===== config.mk =====
export PLATFORM = sky130hd
export DESIGN_NAME = sfs_front_end
export DESIGN_NICKNAME = d
export VERILOG_FILES = /design/src/rtl/sfs_front_end.v /design/src/rtl/sfs_sync.v
export VERILOG_INCLUDE_DIRS = /design/src /design/src/rtl
export SDC_FILE = /design/constraint.sdc
export NUM_CORES = 1
export LEC_CHECK = 0
export ABC_AREA = 1
export BUFFER_PORTS_ARGS = -buffer_cell sky130_fd_sc_hd__buf_2
export CAP_MARGIN = 20
export CORE_MARGIN = 2
export CORE_UTILIZATION = 45
export DETAILED_ROUTE_END_ITERATION = 16
export GPL_ROUTABILITY_DRIVEN = 0
export PLACE_DENSITY = 0.77
export REMOVE_ABC_BUFFERS = 1
export SYNTH_ARGS = -nofsm -noshare
export SYNTH_HDL_FRONTEND = slang
export SYNTH_SLANG_ARGS = --single-unit

===== constraint.sdc =====
create_clock -name clk -period 4.45 [get_ports clk]
set_clock_uncertainty 0.15 [all_clocks]
set_input_delay 0.445 -clock clk [delete_from_list [all_inputs] [get_ports clk]]
set_output_delay 0.445 -clock clk [all_outputs]
set_load 0.02 [all_outputs]

===== src/rtl/sfs_regs.vh =====
// Constants for the serial flash front end: pin reset levels and opcode table
`ifndef SFS_REGS_VH
`define SFS_REGS_VH

// Synchroniser reset levels, {wp_n, hold_n, si, sck, cs_n}: deselected, hold and wp released
`define SFS_PIN_RST      5'h19
`define SFS_PIN_W        5

// Field positions inside a decoded opcode entry
`define SFS_DEC_W        7
`define SFS_DEC_KNOWN    6
`define SFS_DEC_ADDR_HI  5
`define SFS_DEC_ADDR_LO  4
`define SFS_DEC_DUMMY_HI 3
`define SFS_DEC_DUMMY_LO 2
`define SFS_DEC_KIND_HI  1
`define SFS_DEC_KIND_LO  0

// Data phase kinds
`define SFS_KIND_NONE    2'h0
`define SFS_KIND_WRITE   2'h1
`define SFS_KIND_READ    2'h2

// Supported opcodes
`define SFS_OP_RD_FAST   8'h0b
`define SFS_OP_RD_SLOW   8'h03
`define SFS_OP_ER_4K     8'h20
`define SFS_OP_ER_32K_A  8'h52
`define SFS_OP_ER_32K_B  8'hd8
`define SFS_OP_ER_CHIP_A 8'h60
`define SFS_OP_ER_CHIP_B 8'hc7
`define SFS_OP_ER_CHIP_C 8'h62
`define SFS_OP_PROG      8'h02
`define SFS_OP_WR_EN     8'h06
`define SFS_OP_WR_DIS    8'h04
`define SFS_OP_OTP_PROG  8'h9b
`define SFS_OP_OTP_RD    8'h77
`define SFS_OP_STAT_RD   8'h05
`define SFS_OP_STAT_WR   8'h01

`endif


===== src/rtl/sfs_front_end.v =====
// Serial flash front end: chip-select framing, bit shifting, hold and write protect
// What this block does
// - Accept serial input only while select low
// - Deselect means standby and released serial output
// - Operations framed by select fall and rise
// - Standby waits for internal cycle to finish
// - Sample serial input on clock rising edges
// - Change serial output only on falling edges
// - Same edge roles for idle-low and idle-high clock
// - Hold freezes shifting and releases output
// - Hold starts only selected with clock low
// - Hold leaves internal cycles running
// - Write-protect low locks protected regions
// - Write-protect and hold default to released
// - Eight-bit opcode first, all bytes MSB first
// - Unknown opcode ignored until next selection
// - Early deselect performs nothing, back to idle
`timescale 1ns/1ps
`include "sfs_regs.vh"
module sfs_front_end (
  input  wire        clk,          // System clock, 40 MHz
  input  wire        rst,          // Async reset, active high
  input  wire        cs_n_pin,     // Chip select pin, active low
  input  wire        sck_pin,      // Serial clock pin
  input  wire        si_pin,       // Serial data in pin
  input  wire        hold_n_pin,   // Hold pin, active low
  input  wire        wp_n_pin,     // Write-protect pin, active low
  output reg         so_o,         // Serial data out level
  output reg         so_oe,        // Serial data out enable, high drives
  input  wire        busy_i,       // Internal program/erase cycle running
  input  wire [7:0]  rd_data_i,    // Next byte to send for reads
  output reg         cmd_start_o,  // Pulse: opcode and header complete
  output reg  [7:0]  opcode_o,     // Opcode of current operation
  output reg  [23:0] addr_o,       // Address of current operation
  output reg         wr_valid_o,   // Pulse: one write byte received
  output reg  [7:0]  wr_data_o,    // Received write byte
  output reg         rd_req_o,     // Pulse: next read byte wanted
  output reg         op_done_o,    // Pulse: deselect ended a started operation
  output reg         op_abort_o,   // Pulse: deselect ended an incomplete operation
  output reg         standby_o,    // Deselected and no internal cycle
  output reg         wp_lock_o,    // Protected regions locked
  output reg         hold_o,       // Hold condition active
  output reg         selected_o    // Operation in progress
);

  localparam [2:0] ST_IDLE  = 3'h0;
  localparam [2:0] ST_OPC   = 3'h1;
  localparam [2:0] ST_ADDR  = 3'h2;
  localparam [2:0] ST_DUMMY = 3'h3;
  localparam [2:0] ST_WDATA = 3'h4;
  localparam [2:0] ST_RDATA = 3'h5;
  localparam [2:0] ST_DONE  = 3'h6;
  localparam [2:0] ST_IGN   = 3'h7;

  wire [4:0] pin_s;
  wire       cs_n_s;
  wire       sck_s;
  wire       si_s;
  wire       hold_n_s;
  wire       wp_n_s;

  reg        cs_prev_q;
  reg        sck_prev_q;
  reg        hold_q;
  reg  [2:0] st_q;
  reg  [2:0] bit_q;
  reg  [1:0] cnt_q;
  reg  [6:0] in_sh_q;
  reg  [6:0] dec_q;
  reg  [6:0] out_sh_q;
  reg  [2:0] out_bit_q;
  reg        drive_q;

  wire       cs_fall;
  wire       cs_rise;
  wire       sck_rise;
  wire       sck_fall;
  wire [7:0] in_byte;
  wire       byte_end;
  wire [6:0] dec_now;

  // Pins cross into the clock domain; synchroniser reset levels make wp and hold reset released
  sfs_sync #(
    .W   (`SFS_PIN_W),
    .RST (`SFS_PIN_RST)
  ) u_sync (
    .clk (clk),
    .rst (rst),
    .d   ({wp_n_pin, hold_n_pin, si_pin, sck_pin, cs_n_pin}),
    .q   (pin_s)
  );

  assign cs_n_s   = pin_s[0];
  assign sck_s    = pin_s[1];
  assign si_s     = pin_s[2];
  assign hold_n_s = pin_s[3];
  assign wp_n_s   = pin_s[4];

  // Edges of select and of the serial clock; clock idle level does not matter
  assign cs_fall  = cs_prev_q & ~cs_n_s;
  assign cs_rise  = ~cs_prev_q & cs_n_s;
  assign sck_rise = ~sck_prev_q & sck_s & ~cs_n_s & ~hold_q;
  assign sck_fall = sck_prev_q & ~sck_s & ~cs_n_s & ~hold_q;
  assign in_byte  = {in_sh_q, si_s};
  assign byte_end = (bit_q == 3'h7);
  assign dec_now  = sfs_decode(in_byte);

  // Opcode table: {known, address bytes, dummy bytes, data kind}
  function [6:0] sfs_decode;
    input [7:0] op;
    begin
      case (op)
        `SFS_OP_RD_FAST:   sfs_decode = {1'b1, 2'h3, 2'h1, `SFS_KIND_READ};
        `SFS_OP_RD_SLOW:   sfs_decode = {1'b1, 2'h3, 2'h0, `SFS_KIND_READ};
        `SFS_OP_ER_4K,
        `SFS_OP_ER_32K_A,
        `SFS_OP_ER_32K_B:  sfs_decode = {1'b1, 2'h3, 2'h0, `SFS_KIND_NONE};
        `SFS_OP_ER_CHIP_A,
        `SFS_OP_ER_CHIP_B,
        `SFS_OP_ER_CHIP_C,
        `SFS_OP_WR_EN,
        `SFS_OP_WR_DIS:    sfs_decode = {1'b1, 2'h0, 2'h0, `SFS_KIND_NONE};
        `SFS_OP_PROG,
        `SFS_OP_OTP_PROG:  sfs_decode = {1'b1, 2'h3, 2'h0, `SFS_KIND_WRITE};
        `SFS_OP_OTP_RD:    sfs_decode = {1'b1, 2'h3, 2'h2, `SFS_KIND_READ};
        `SFS_OP_STAT_RD:   sfs_decode = {1'b1, 2'h0, 2'h0, `SFS_KIND_READ};
        `SFS_OP_STAT_WR:   sfs_decode = {1'b1, 2'h0, 2'h0, `SFS_KIND_WRITE};
        default:           sfs_decode = 7'h00;
      endcase
    end
  endfunction

  // Body state after the header, chosen by the data kind
  function [2:0] sfs_body;
    input [1:0] kind;
    begin
      case (kind)
        `SFS_KIND_READ:  sfs_body = ST_RDATA;
        `SFS_KIND_WRITE: sfs_body = ST_WDATA;
        default:         sfs_body = ST_DONE;
      endcase
    end
  endfunction

  // Edge history and hold tracking
  always @(posedge clk or posedge rst) begin
    if (rst) begin
      cs_prev_q  <= 1'b1;
      sck_prev_q <= 1'b0;
      hold_q     <= 1'b0;
    end else begin
      cs_prev_q  <= cs_n_s;
      sck_prev_q <= sck_s; // Tracks during hold so release gives no false edge
      if (cs_n_s) begin
        hold_q <= 1'b0;
      end else if (hold_q) begin
        hold_q <= ~hold_n_s;
      end else if (~hold_n_s && ~sck_s) begin
        hold_q <= 1'b1;
      end
    end
  end

  // Framing and input shifting; hold only gates the edges, never the state
  always @(posedge clk or posedge rst) begin
    if (rst) begin
      st_q        <= ST_IDLE;
      bit_q       <= 3'h0;
      cnt_q       <= 2'h0;
      in_sh_q     <= 7'h00;
      dec_q       <= 7'h00;
      opcode_o    <= 8'h00;
      addr_o      <= 24'h000000;
      cmd_start_o <= 1'b0;
      wr_valid_o  <= 1'b0;
      wr_data_o   <= 8'h00;
      op_done_o   <= 1'b0;
      op_abort_o  <= 1'b0;
    end else begin
      cmd_start_o <= 1'b0;
      wr_valid_o  <= 1'b0;
      op_done_o   <= 1'b0;
      op_abort_o  <= 1'b0;
      if (cs_n_s) begin
        // Deselect ends everything; only completed headers count as work
        if (cs_rise && st_q != ST_IDLE) begin
          if (st_q == ST_WDATA || st_q == ST_RDATA || st_q == ST_DONE) begin
            op_done_o <= 1'b1;
          end else begin
            op_abort_o <= 1'b1;
          end
        end
        st_q  <= ST_IDLE;
        bit_q <= 3'h0;
      end else if (st_q == ST_IDLE) begin
        // A select already low at reset release still starts an operation, as the synchroniser resets to deselected
        if (cs_fall) begin
          st_q  <= ST_OPC;
          bit_q <= 3'h0;
        end
      end else if (sck_rise) begin
        in_sh_q <= in_byte[6:0];
        bit_q   <= bit_q + 3'h1;
        if (byte_end) begin
          case (st_q)
            ST_OPC: begin
              opcode_o <= in_byte;
              dec_q    <= dec_now;
              if (!dec_now[`SFS_DEC_KNOWN]) begin
                st_q <= ST_IGN;
              end else if (dec_now[`SFS_DEC_ADDR_HI:`SFS_DEC_ADDR_LO] != 2'h0) begin
                st_q  <= ST_ADDR;
                cnt_q <= dec_now[`SFS_DEC_ADDR_HI:`SFS_DEC_ADDR_LO] - 2'h1;
              end else if (dec_now[`SFS_DEC_DUMMY_HI:`SFS_DEC_DUMMY_LO] != 2'h0) begin
                st_q  <= ST_DUMMY;
                cnt_q <= dec_now[`SFS_DEC_DUMMY_HI:`SFS_DEC_DUMMY_LO] - 2'h1;
              end else begin
                st_q        <= sfs_body(dec_now[`SFS_DEC_KIND_HI:`SFS_DEC_KIND_LO]);
                cmd_start_o <= 1'b1;
              end
            end
            ST_ADDR: begin
              addr_o <= {addr_o[15:0], in_byte};
              cnt_q  <= cnt_q - 2'h1;
              if (cnt_q == 2'h0) begin
                if (dec_q[`SFS_DEC_DUMMY_HI:`SFS_DEC_DUMMY_LO] != 2'h0) begin
                  st_q  <= ST_DUMMY;
                  cnt_q <= dec_q[`SFS_DEC_DUMMY_HI:`SFS_DEC_DUMMY_LO] - 2'h1;
                end else begin
                  st_q        <= sfs_body(dec_q[`SFS_DEC_KIND_HI:`SFS_DEC_KIND_LO]);
                  cmd_start_o <= 1'b1;
                end
              end
            end
            ST_DUMMY: begin
              cnt_q <= cnt_q - 2'h1;
              if (cnt_q == 2'h0) begin
                st_q        <= sfs_body(dec_q[`SFS_DEC_KIND_HI:`SFS_DEC_KIND_LO]);
                cmd_start_o <= 1'b1;
              end
            end
            ST_WDATA: begin
              wr_valid_o <= 1'b1;
              wr_data_o  <= in_byte;
            end
            default: begin
              st_q <= st_q; // Read, done and ignore states discard input
            end
          endcase
        end
      end
    end
  end

  // Output shifting: bytes load and bits move only on falling edges
  always @(posedge clk or posedge rst) begin
    if (rst) begin
      so_o      <= 1'b0;
      out_sh_q  <= 7'h00;
      out_bit_q <= 3'h0;
      drive_q   <= 1'b0;
      rd_req_o  <= 1'b0;
    end else begin
      rd_req_o <= 1'b0;
      if (st_q != ST_RDATA) begin
        drive_q   <= 1'b0;
        out_bit_q <= 3'h0;
      end else if (sck_fall) begin
        drive_q   <= 1'b1;
        out_bit_q <= out_bit_q + 3'h1;
        if (out_bit_q == 3'h0) begin
          so_o     <= rd_data_i[7];
          out_sh_q <= rd_data_i[6:0];
          rd_req_o <= 1'b1;
        end else begin
          so_o     <= out_sh_q[6];
          out_sh_q <= {out_sh_q[5:0], 1'b0};
        end
      end
      // First byte is requested as soon as the header completes
      if (cmd_start_o && st_q == ST_RDATA) begin
        rd_req_o <= 1'b1;
      end
    end
  end

  // Status levels; the enable falls at once on deselect or hold
  always @(posedge clk or posedge rst) begin
    if (rst) begin
      so_oe      <= 1'b0;
      standby_o  <= 1'b1;
      wp_lock_o  <= 1'b0;
      hold_o     <= 1'b0;
      selected_o <= 1'b0;
    end else begin
      so_oe      <= drive_q & (st_q == ST_RDATA) & ~cs_n_s & ~hold_q;
      standby_o  <= cs_n_s & ~busy_i;
      wp_lock_o  <= ~wp_n_s;
      hold_o     <= hold_q;
      selected_o <= (st_q != ST_IDLE) & ~cs_n_s;
    end
  end

endmodule


===== src/rtl/sfs_sync.v =====
// Two-flop synchroniser bank for the serial pins
`timescale 1ns/1ps
module sfs_sync #(
  parameter             W   = 1,
  parameter [W-1:0]     RST = {W{1'b0}}
) (
  input  wire         clk,   // Sampling clock
  input  wire         rst,   // Async reset, active high
  input  wire [W-1:0] d,     // Asynchronous pin levels
  output wire [W-1:0] q      // Synchronised levels
);

  genvar i;

  // One pair of flops per pin; stage one feeds only stage two
  generate
    for (i = 0; i < W; i = i + 1) begin : g_bit
      reg s1_q;
      reg s2_q;
      always @(posedge clk or posedge rst) begin
        if (rst) begin
          s1_q <= RST[i];
          s2_q <= RST[i];
        end else begin
          s1_q <= d[i];
          s2_q <= s1_q;
        end
      end
      assign q[i] = s2_q;
    end
  endgenerate

endmodule


# After elaboration in Yosys (flattened, before gate mapping)
# Cells that the tools add are included.
[classes]
addsub = 6
n_eq_ne = 32
muxes = 60
bitwise = 23
reduce_logical = 28
[op_table]
columns = ["cell", "n"]
rows = [
  ["7-bit case mux with 8 select lines", 1],
  ["3-bit two-way mux", 17],
  ["8-bit by 7-bit == test with 1-bit output, second input constant", 4],
  ["1-bit two-way mux", 31],
  ["8-bit by 3-bit == test with 1-bit output, second input constant", 3],
  ["8-bit == test, second input constant", 3],
  ["8-bit by 2-bit == test with 1-bit output, second input constant", 2],
  ["5-bit AND reduction", 3],
  ["1-bit AND", 13],
  ["3-bit == test, second input constant", 4],
  ["3-bit nonzero test", 4],
  ["2-bit two-way mux", 5],
  ["1-bit inverter", 10],
  ["3-bit case mux with 3 select lines", 1],
  ["8-bit by 1-bit == test with 1-bit output, second input constant", 1],
  ["8-bit by 4-bit == test with 1-bit output, second input constant", 1],
  ["8-bit by 6-bit == test with 1-bit output, second input constant", 1],
  ["4-bit by 3-bit inequality test with 1-bit output, second input constant", 2],
  ["2-bit case mux with 2 select lines", 2],
  ["2-bit nonzero test", 4],
  ["2-bit by 1-bit subtractor with 2-bit output, second input constant", 4],
  ["7-bit two-way mux", 1],
  ["7-bit AND reduction", 1],
  ["3-bit by 1-bit adder with 3-bit output, second input constant", 2],
  ["20 further kinds", 29],
]
[word_totals]
ff_bits = 94
inputBits = 16
out_inout_bits = 51

# Logic depth before layout (Yosys ltp)
# Gate-level depths: netlist of run 1.
[logic_depth]
depth_word = 13
mapped_depth = 13
ltp_nobuf = 13

# Modules after synthesis
# From an unflattened synthesis of run 1, not the netlist that was laid out.
[hier_totals]
hier_cells = 453
area_unflattened_um2 = 4120.2
[modules_own_cells]
columns = ["mod", "n_inst", "cells_per_inst", "area_per_inst_um2", "seq_area_each_um2"]
rows = [
  ["sfs_front_end", 1, 437, 3821.2, 2104.5],
  ["sfs_sync", 1, 16, 299.0, 257.7],
]

# Worst setup path before layout of run 1
# Ideal clock, no wire load.
[synth_timing]
path_type = "reg-to-reg"
from = "register in_sh_q[4]"
to = "register st_q[1]"
setup_time_ps = 117
arrival_time_ps = 1474
required_ps = 4183
setup_slack_ps = 2709
path_stages_with_launch = 12
period_less_slack_ps = 1741
path_cell_list = "dfrtp_1 -> nor2_1 -> nand2_1 -> inv_1 -> nand3_1 -> nand2_1 -> nor2_1 -> ha_1 -> nor2_1 -> nand3_1 -> nand2_1 -> nand2_1"
[synth_via]
elab_chain_len = 13
elab_cells_between_ends = 32
classes_between = "eq/ne (17); mux (10); reduce/logical (5)"
[synth_lines]
columns = ["item", "line", "source"]
rows = [
  ["from (decl)", "sfs_front_end.v:68", "reg [6:0] in_sh_q;"],
  ["from (signal assigned)", "sfs_front_end.v:202", "in_sh_q <= in_byte[6:0];"],
  ["8-bit by 7-bit == test with 1-bit output, or another cell as far along", "sfs_front_end.v:112", "case (op)"],
  ["5-bit OR reduction, or another cell as far along", "sfs_front_end.v:112", ""],
  ["7-bit case mux with 8 select lines *", "sfs_front_end.v:112", ""],
  ["2-bit by 1-bit == test with 1-bit output / 2-bit == test (equally long branches)", "sfs_front_end.v:137", "case (kind)"],
  ["2-bit case mux with 2 select lines", "sfs_front_end.v:137", ""],
  ["3-bit two-way mux", "sfs_front_end.v:214", "end else if (dec_now[`SFS_DEC_DUMMY_HI:`SFS_DEC_DUMMY_LO] != 2'h0) begin"],
  ["3-bit two-way mux", "sfs_front_end.v:211", "end else if (dec_now[`SFS_DEC_ADDR_HI:`SFS_DEC_ADDR_LO] != 2'h0) begin"],
  ["3-bit two-way mux *", "sfs_front_end.v:209", "if (!dec_now[`SFS_DEC_KNOWN]) begin"],
  ["3-bit case mux with 3 select lines *", "sfs_front_end.v:205", "case (st_q)"],
  ["3-bit two-way mux *", "sfs_front_end.v:204", "if (byte_end) begin"],
  ["3-bit two-way mux *", "sfs_front_end.v:201", "end else if (sck_rise) begin"],
  ["3-bit two-way mux *", "sfs_front_end.v:195", "end else if (st_q == ST_IDLE) begin"],
  ["3-bit two-way mux *", "sfs_front_end.v:184", "if (cs_n_s) begin"],
  ["to (signal assigned)", "sfs_front_end.v:218", "st_q <= sfs_body(dec_now[`SFS_DEC_KIND_HI:`SFS_DEC_KIND_LO]);"],
  ["to (signal assigned)", "sfs_front_end.v:230", "st_q <= sfs_body(dec_q[`SFS_DEC_KIND_HI:`SFS_DEC_KIND_LO]);"],
  ["to (signal assigned)", "sfs_front_end.v:238", "st_q <= sfs_body(dec_q[`SFS_DEC_KIND_HI:`SFS_DEC_KIND_LO]);"],
  ["to (decl)", "sfs_front_end.v:65", "reg [2:0] st_q;"],
]
# Every way passes the cells marked *; elsewhere a longest branch is shown, timed or not. The select of a mux whose other input is x is not followed.
# A chain may end at the register's enable or synchronous reset.

# Worst setup path in the final report of run 1
[layout_timing]
from = "register u_sync.g_bit[0].s2_q"
to = "register addr_o[13]"
[layout_via]
elab_chain_len = 4
[layout_lines]
columns = ["item", "line", "source"]
rows = [
  ["from (decl)", "sfs_sync.v:19", "reg s2_q;"],
  ["from (signal assigned)", "sfs_sync.v:23", "s2_q <= RST[i];"],
  ["from (signal assigned)", "sfs_sync.v:26", "s2_q <= s1_q;"],
  ["1-bit inverter (no line) *", "--", ""],
  ["1-bit AND (2 in series)", "sfs_front_end.v:102", "assign sck_rise = ~sck_prev_q & sck_s & ~cs_n_s & ~hold_q;"],
  ["5-bit AND reduction (no line) *", "--", ""],
  ["to (signal assigned)", "sfs_front_end.v:223", "addr_o <= {addr_o[15:0], in_byte};"],
  ["to (decl)", "sfs_front_end.v:34", "output reg [23:0] addr_o,"],
]
# Every way passes the cells marked *; elsewhere a longest branch is shown, timed or not.

==> impl_metrics.tcl, run 1 <==
set metrics [dict create \
    ys_warn_count 0 \
    grt_usage_pct 16.7 \
    yosysTopAreaCell "dfrtp_1" \
    vdd_drop_max_mv 0.173 \
    via_per_inst 5.11 \
    dieArea_um2 9890 \
    hpwl_mm 5.52 \
    start_util_pct 46.8 \
    fin_crit_ns 2.33 \
    die_w_um 99.5 \
    drive_gt1_share_pct 24.3 \
    ys_top_cells_by_area "dfrtp_1 (52%), nand2_1 (9.9%), dfstp_2 (5.1%)" \
    clock-sinks 94 \
    grt_antenna_before_repair 0 \
    hold_viol_final 0 \
    power_uw 2110 \
    status "complete, no violations" \
    grt_max_degree 55 \
    clock_tree.root_cell "clkbuf_8" \
    criticalPathCategory "reg2reg" \
    wl_mm 7.71 \
    cts_setup_buffers 0 \
    grt_pass1_wl_mm 13.2 \
    rsz0062_at_grt "no" \
    syn_area_per_cell_um2 9.28 \
    cp_slowest_cell "nand2_2" \
    drt-initial-drc-count 202 \
    io_buffers 66 \
    endpoint_kind "flop" \
    cts_resized 0 \
    avgRoutedWirePerCell_um 12.4 \
    grt_pass1_vias 2972 \
    dp.cells 606 \
    ys_seq_elements 94 \
    netlist_instances 442 \
    n_antenna_cell 0 \
    ys_seq_area_share_pct 57.6 \
    cts_max_level 3 \
    min_path_type "in2async" \
    synth_top_area_share_pct 52.5 \
    period_share_pct 52.5 \
    cp-start-kind "flop" \
    cp_max_fo 48 \
    max_stage_delay_ns 0.51 \
    fmax_mhz 428 \
    fin_setup_tns_ns 0 \
    rows 34 \
    num_vias 3181 \
    setup_viol 0 \
    cts_buffers 9 \
    path_cells "nor2_1 > nand3_2 > nor2_8 > inv_2 > nor2_8 > nand2_2 > nor2_1 > a21oi_2" \
    tightest_slew_ns 0.929 \
    final_common_cell "nand2_1" \
    p_per_area_nw_per_um2 447 \
    crit_required_ns 4.52 \
    num_io_pins 67 \
    layout_common_cells "nand2_1 (108), dfrtp_1 (86), buf_2 (66)" \
    drv_slew 0 \
    drc 0 \
    overflow 0 \
    max-slew-margin-rel_pct 37.9 \
    path_clk_slew_ns 0.09 \
    maxCapViolations 0 \
    die_h_um 99.5 \
    core-area_um2 8760 \
    fin_cells 623 \
    arrival_ns 2.40 \
    ant_nets 0 \
    cts_hold_buf 0 \
    hold_ws_ns 0.0187 \
    power_leakage_uw 0.00245 \
    syn-cell-area_um2 4100 \
    clock_latency_ns 0.36 \
    cts.path.max_buffers 2 \
    ys_types 34 \
    cts_tree "built" \
    nets 533 \
    drtPass1Iterations 5 \
    syn_to_final_growth_pct 15.1 \
]
## per-stage QoR
| stage | util [%] | area (um2) | worst slack (ns) |
|---|---|---|---|
| 2_1_floorplan | - | 4010 | 1.42 |
| 3_3_place_gp | 51.2 | 4490 | 2.19 |
| 3_5_place_dp | 51.2 | 4490 | 2.10 |
| 4_1_cts | 53.8 | 4710 | 2.07 |
| 5_1_grt | 53.9 | 4720 | 1.81 |
| 6_report | 53.9 | 4720 | 2.12 |
## worst max-delay path: cells and delay by family, from the launching register on
family,cells,cell delay [ns]
AO/OA/AOI/OAI,1,0.04
AND/OR/NAND/NOR,6,1.46
flip-flops,1,0.41
buffers and inverters,1,0.10
## layer usage
metal / track usage [%] / share of wire [%] / up-vias
met5: 0 / 0 / -
met4: 8.11 / 1.8 / 0
met3: 3.51 / 4.3 / 11
met2: 27.1 / 48 / 87
met1: 21.3 / 45 / 1524
li1: - / - / 1559
## state kept, by name, indices dropped and copies added (netlist names), 2 cells and up
register           cells
st_q                   3
opcode_o               8
u_sync.g_bit.s1_q      5
dec_q                  4
out_sh_q               7
in_sh_q                7
bit_q                  3
cnt_q                  2
wr_data_o              8
addr_o                24
out_bit_q              3
u_sync.g_bit.s2_q      5
## logic make-up (layout without fill, tap and decap cells)
group,count (synthesis),in the layout,synth area share (%)
buf+inv,58,131,6.53
simple gates,201,201,21.5
flops,94,94,57.6
compound gates,80,80,11.8
fa+ha+maj,7,7,2.14
mux,1,1,0.275
xor+xnor,1,1,0.214
## power breakdown
group	total [uW]	switching [uW]	internal, uW
clock network	620	298	322
registers	1000	67.1	935
logic	487	335	152
total	2110	701	1410
## synthesized netlist by cell type
cell,instances
nand2_1,108
dfrtp_1,86
nor2_1,48
inv_1,40
o21ai_0,33
nand3_1,23
o21ai_1,16
a21oi_2,8
dfstp_2,8
nor3_1,8
ha_1,7
a31oi_1,6
o21ai_2,6
inv_2,5
a21oi_1,4
clkbuf_1,4
buf_6,3
nand2_2,3
nor2_2,3
nor2_8,3
o211ai_1,3
a211oi_1,2
buf_2,2
buf_8,2
nand3_2,2
a31oi_2,1
clkinv_1,1
inv_4,1
mux2_2,1
nor3b_1,1
nor4_1,1
o31ai_1,1
or2_4,1
xor2_1,1
## final timing paths
kind                                                start                        endpoint  slack (ns)  cells after the start
max                        u_sync.g_bit[0].s2_q$_DFF_PP1_          addr_o[13]$_DFFE_PP0P_        2.12                      8
min                                                   rst          addr_o[18]$_DFFE_PP0P_        0.02                      2
max reg2reg                u_sync.g_bit[0].s2_q$_DFF_PP1_          addr_o[13]$_DFFE_PP0P_        2.12                      8
min reg2reg                u_sync.g_bit[2].s1_q$_DFF_PP0_  u_sync.g_bit[2].s2_q$_DFF_PP0_        0.21                      0
max in group asynchronous                             rst             cs_prev_q$_DFF_PP1_        3.17                      3
min in group clk                                 cs_n_pin  u_sync.g_bit[0].s1_q$_DFF_PP1_        0.03                      1
## area by class of cell
type / count / area (um2)
flip-flops and latches: 94 / 2360
inverters: 47 / 181
well taps: 108 / 135
clock buffers: 10 / 128
fillers: 751 / 4040
multi-input cells: 290 / 1470
clock inverters: 6 / 95.1
repair buffers: 68 / 348
No activity file was read; power rests on OpenSTA's default activity.
==> run 2, diff against run 1 <==
==> constraint.sdc (replaced) <==
create_clock -name clk -period 2.3 [get_ports clk]
set_clock_uncertainty 0.15 [all_clocks]
set_input_delay 0.23 -clock clk [delete_from_list [all_inputs] [get_ports clk]]
set_output_delay 0.23 -clock clk [all_outputs]
set_load 0.02 [all_outputs]
==> impl_metrics.tcl, run 2 (synthesis gave the netlist of run 1 again) <==
set metrics [dict create \
    ant_nets 0 \
    wl_mm 7.89 \
    grt_pass1_wl_mm 13.5 \
    hold_viol_final 0 \
    period_share_pct 87.5 \
    n_antenna_cell 0 \
    cp-start-kind "flop" \
    grt_antenna_before_repair 0 \
    grt_usage_pct 17.2 \
    path_clk_slew_ns 0.09 \
    power_uw 3920 \
    r2r_cells 9 \
    cpMostUsedCell "nor2_8" \
    hpwl_mm 5.64 \
    fmax_mhz 497 \
    drv_slew 0 \
    r2r-end "opcode_o[1]$_DFFE_PP0P_" \
    fin_setup_tns_ns 0 \
    rsz0062_at_grt "no" \
    reg.largest.list "addr_o (24), opcode_o (8), wr_data_o (8)" \
    p_per_area_nw_per_um2 807 \
    tightest_slew_ns 0.568 \
    rr_startpoint "u_sync.g_bit[0].s2_q$_DFF_PP1_" \
    maxCapViolations 0 \
    final_common_cell "nand2_1" \
    io_buffers 66 \
    cp-startpoint "u_sync.g_bit[0].s2_q$_DFF_PP1_" \
    layout_setup_ws_ns 0.288 \
    nets 548 \
    setup_viol 0 \
    final_util_pct 55.4 \
    largest_register_ffs 24 \
    layout_common_cells "nand2_1 (108), dfrtp_1 (86), buf_2 (66)" \
    criticalPathCategory "reg2reg" \
    critical_path_depth 9 \
    vdd_drop_max_mv 0.322 \
    drt-initial-drc-count 230 \
    place_ws_ns 0.339 \
    num_vias 3193 \
    max_stage_delay_ns 0.40 \
    cp_slowest_cell "dfstp_2" \
    num_io_pins 67 \
    grt_max_degree 49 \
    max-slew-margin-rel_pct 62.1 \
    core-area_um2 8760 \
    crit_path_end "opcode_o[1]$_DFFE_PP0P_" \
    drtPass1Iterations 4 \
    fin_crit_ns 2.01 \
    crit_family "simple AND/OR/NAND/NOR gates" \
    endpoint_kind "flop" \
    rows 34 \
    cts.path.max_buffers 2 \
    overflow 0 \
    path_cells "nor2_1 > nand3_2 > nor2_8 > inv_2 > nor2_8 > nand2_2 > buf_4 > nand2_1 > o21ai_0" \
    arrival_ns 2.10 \
    cts_max_level 3 \
    cts_buffers 9 \
    clock_latency_ns 0.37 \
    crit_required_ns 2.39 \
    start_util_pct 46.8 \
    cts_tree "built" \
    clock-sinks 94 \
    clock_tree.root_cell "clkbuf_8" \
    power_leakage_uw 0.00251 \
    die_h_um 99.5 \
    grt_pass1_vias 3035 \
    drc 0 \
    r2r_slack_ns 0.29 \
    drive_gt1_share_pct 24.3 \
    cp_max_fo 16 \
    dieArea_um2 9890 \
    die_w_um 99.5 \
    status "complete, no violations" \
    hold_ws_ns 0.0150 \
    via_per_inst 5.00 \
    min_path_type "in2reg" \
    critPathBufInv 2 \
    avgRoutedWirePerCell_um 12.4 \
    syn_to_final_growth_pct 18.4 \
    regMostFlops "addr_o" \
]
[run 2: worst min-delay path by stage]
stage,slack [ns],start,end,depth (start not counted)
6_report,0.02,rd_data_i[3],out_sh_q[3]$_DFFE_PP0P_,3
5_1_grt,0.01,rd_data_i[3],out_sh_q[3]$_DFFE_PP0P_,3
4_1_cts,0.005,rd_data_i[3],out_sh_q[3]$_DFFE_PP0P_,3
3_5_place_dp,0.19,rst,addr_o[18]$_DFFE_PP0P_,2
3_3_place_gp,0.18,rst,addr_o[18]$_DFFE_PP0P_,2
2_1_floorplan,0.08,cs_n_pin,u_sync.g_bit[0].s1_q$_DFF_PP1_,0
[run 2: cell type report]
cell class	instances	area (um2)
fillers	797	3910
flip-flops and latches	94	2360
multi-input cells	290	1470
repair buffers	83	515
inverters	47	181
clock buffers	10	138
well taps	108	135
clock inverters	6	53.8
[run 2: repair_timing]
action,4_1_cts,5_1_grt
endpoints found under the setup margin,0,0
hold buffers,13,0
hold endpoints to repair,55,0
buffers inserted,0,0
resized for setup,0,0
[run 2: through the flow]
stage,std cells,area [um2]
global route,638,4860
floorplan,431,4010
detailed placement,609,4540
global placement,609,4540
CTS,638,4860
finish,638,4860
[run 2: power breakdown]
part / internal (uW) / switching, uW
combinational: 312 / 640
sequential: 1810 / 131
clock: 439 / 591
total: 2560 / 1360
[run 2: worst reg2reg max path, delay by kind of cell (launching register included)]
family	cells	cell delay (ns)
AOI/OAI and AO/OA	1	0.08
DFF	1	0.40
buffers and inverters	2	0.35
and+or+nand+nor	6	0.92
[run 2: layer usage]
metal  global-route usage, %  part of all wire (%)  routed length, um  up-vias
met5                       0                     0                  0        -
met4                    7.59                   2.0                160        0
met3                    4.57                   5.6                442       16
met2                    27.3                    50               3910       74
met1                    22.4                    43               3370     1509
li1                        -                     -                  -     1594
==> run 3, diff against run 2 <==
==> constraint.sdc (replaced) <==
create_clock -name clk -period 2.3 [get_ports clk]
set_clock_uncertainty 0.15 [all_clocks]
set_input_delay 0.115 -clock clk [delete_from_list [all_inputs] [get_ports clk]]
set_output_delay 0.115 -clock clk [all_outputs]
set_load 0.02 [all_outputs]
==> impl_metrics.tcl, run 3 (synthesis gave the netlist of run 1 again) <==
set metrics [dict create \
    status "complete, no violations" \
    period_share_pct 85.9 \
    io_buffers 66 \
    drtPass1Iterations 4 \
    path_cells "nor2_1 > nand3_2 > nor2_8 > inv_2 > nor2_8 > nand2_2 > buf_4 > nand2_1 > o21ai_0" \
    endpoint_kind "flop" \
    layout_common_cells "nand2_1 (108), dfrtp_1 (86), buf_2 (66)" \
    clock_tree.root_cell "clkbuf_8" \
    clock_latency_ns 0.36 \
    rows 34 \
    cp_slowest_cell "dfrtp_1" \
    cts_resized 0 \
    cp_max_fo 16 \
    largest_register_ffs 24 \
    fmax_mhz 506 \
    min_path_type "in2async" \
    start_util_pct 46.8 \
    cp-start-kind "flop" \
    max_stage_delay_ns 0.41 \
    max-slew-margin-rel_pct 65.3 \
    regMostFlops "addr_o" \
    arrival_ns 2.07 \
    drv_slew 0 \
    place_ws_ns 0.341 \
    nets 549 \
    drc 0 \
    core-area_um2 8760 \
    fin_crit_ns 1.98 \
    setup_viol 0 \
    layout_setup_ws_ns 0.324 \
    maxCapViolations 0 \
    wl_mm 7.92 \
    overflow 0 \
    tightest_slew_ns 0.517 \
    dp.cells 608 \
    vdd_drop_max_mv 0.340 \
    clock-sinks 94 \
    final_area_um2 4860 \
    ant_nets 0 \
    crit_required_ns 2.39 \
    die_w_um 99.5 \
    drt-initial-drc-count 204 \
    cts.path.max_buffers 2 \
    power_leakage_uw 0.00251 \
    num_vias 3145 \
    dieArea_um2 9890 \
    p_per_area_nw_per_um2 808 \
    rsz0062_at_grt "no" \
    placed_cell_area_um2 4530 \
    path_clk_slew_ns 0.10 \
    grt_max_degree 58 \
    criticalPathCategory "reg2reg" \
    num_io_pins 67 \
    hold_viol_final 0 \
    final_common_cell "nand2_1" \
    cts_tree "built" \
    power_uw 3930 \
    cts_max_level 3 \
    syn_to_final_growth_pct 18.6 \
    reg.largest.list "addr_o (24), opcode_o (8), wr_data_o (8)" \
    grt_pass1_vias 3027 \
    fillers 762 \
    fin_setup_tns_ns 0 \
    cts_buffers 9 \
    avgRoutedWirePerCell_um 12.4 \
    hpwl_mm 5.60 \
    cpMostUsedCell "nor2_8" \
    drive_gt1_share_pct 24.1 \
    n_antenna_cell 0 \
    die_h_um 99.5 \
    grt_usage_pct 17.6 \
    grt_antenna_before_repair 0 \
    grt_pass1_wl_mm 13.8 \
    fin_cells 639 \
    via_per_inst 4.92 \
]
-- run 3: final timing paths --
kind / startpoint / to / depth (start not counted) / slack [ns]
worst max register to register: hold_q$_DFF_PP0_ / opcode_o[6]$_DFFE_PP0P_ / 9 / 0.32
worst min register to register: u_sync.g_bit[2].s1_q$_DFF_PP0_ / u_sync.g_bit[2].s2_q$_DFF_PP0_ / 0 / 0.20
min in group clk: u_sync.g_bit[2].s1_q$_DFF_PP0_ / u_sync.g_bit[2].s2_q$_DFF_PP0_ / 0 / 0.20
worst max-delay path: hold_q$_DFF_PP0_ / opcode_o[6]$_DFFE_PP0P_ / 9 / 0.32
worst min-delay path: rst / st_q[1]$_DFFE_PP0P_ / 3 / 0.18
max in group asynchronous: rst / in_sh_q[6]$_DFFE_PP0P_ / 4 / 1.17
-- run 3: stage by stage --
stage / hold WS, ns / utilization (%)
after CTS: 0.173 / 55.5
after global routing: 0.219 / 55.5
after floorplan: -0.0305 / -
after detailed placement: 0.0270 / 51.7
after global placement: 0.0199 / 51.7
final: 0.176 / 55.5
-- run 3: layer usage --
layer / global-route usage (%) / vias up / part of all wire (%)
li1: - / 1602 / -
met1: 24.5 / 1467 / 47
met2: 26.7 / 64 / 47
met3: 4.43 / 12 / 4.4
met4: 6.53 / 0 / 1.7
met5: 0 / - / 0
-- run 3: critical path, delay by kind of cell, from the launching register on --
kind	cells	cell delay, ns
AND/OR/NAND/NOR	6	0.88
flip-flops	1	0.41
buffers and inverters	2	0.34
AO/OA/AOI/OAI	1	0.08
-- run 3: repair_timing --
| item | in CTS | in global routing |
|---|---|---|
| hold endpoints to repair | 51 | 0 |
| hold buffers | 15 | 0 |
| setup buffers | 0 | 0 |
-- run 3: area by class of cell --
| type | instances | area [um2] | area share (%) |
|---|---|---|---|
| clock buffer | 9 | 124 | 2.55 |
| clock inverter | 7 | 62.6 | 1.29 |
| inverter | 47 | 181 | 3.73 |
| multi-input combinational | 290 | 1470 | 30.2 |
| sequential | 94 | 2360 | 48.6 |
| tap | 108 | 135 | 2.78 |
| timing repair buffer | 84 | 528 | 10.9 |
-- run 3: where the power goes --
group / switching, uW / leakage [uW] / total [uW] / internal [uW]
Clock: 615 / 0.0000984 / 1030 / 420
Sequential: 136 / 0.00123 / 1940 / 1810
Combinational: 640 / 0.00119 / 952 / 312
Total: 1390 / 0.00251 / 3930 / 2540
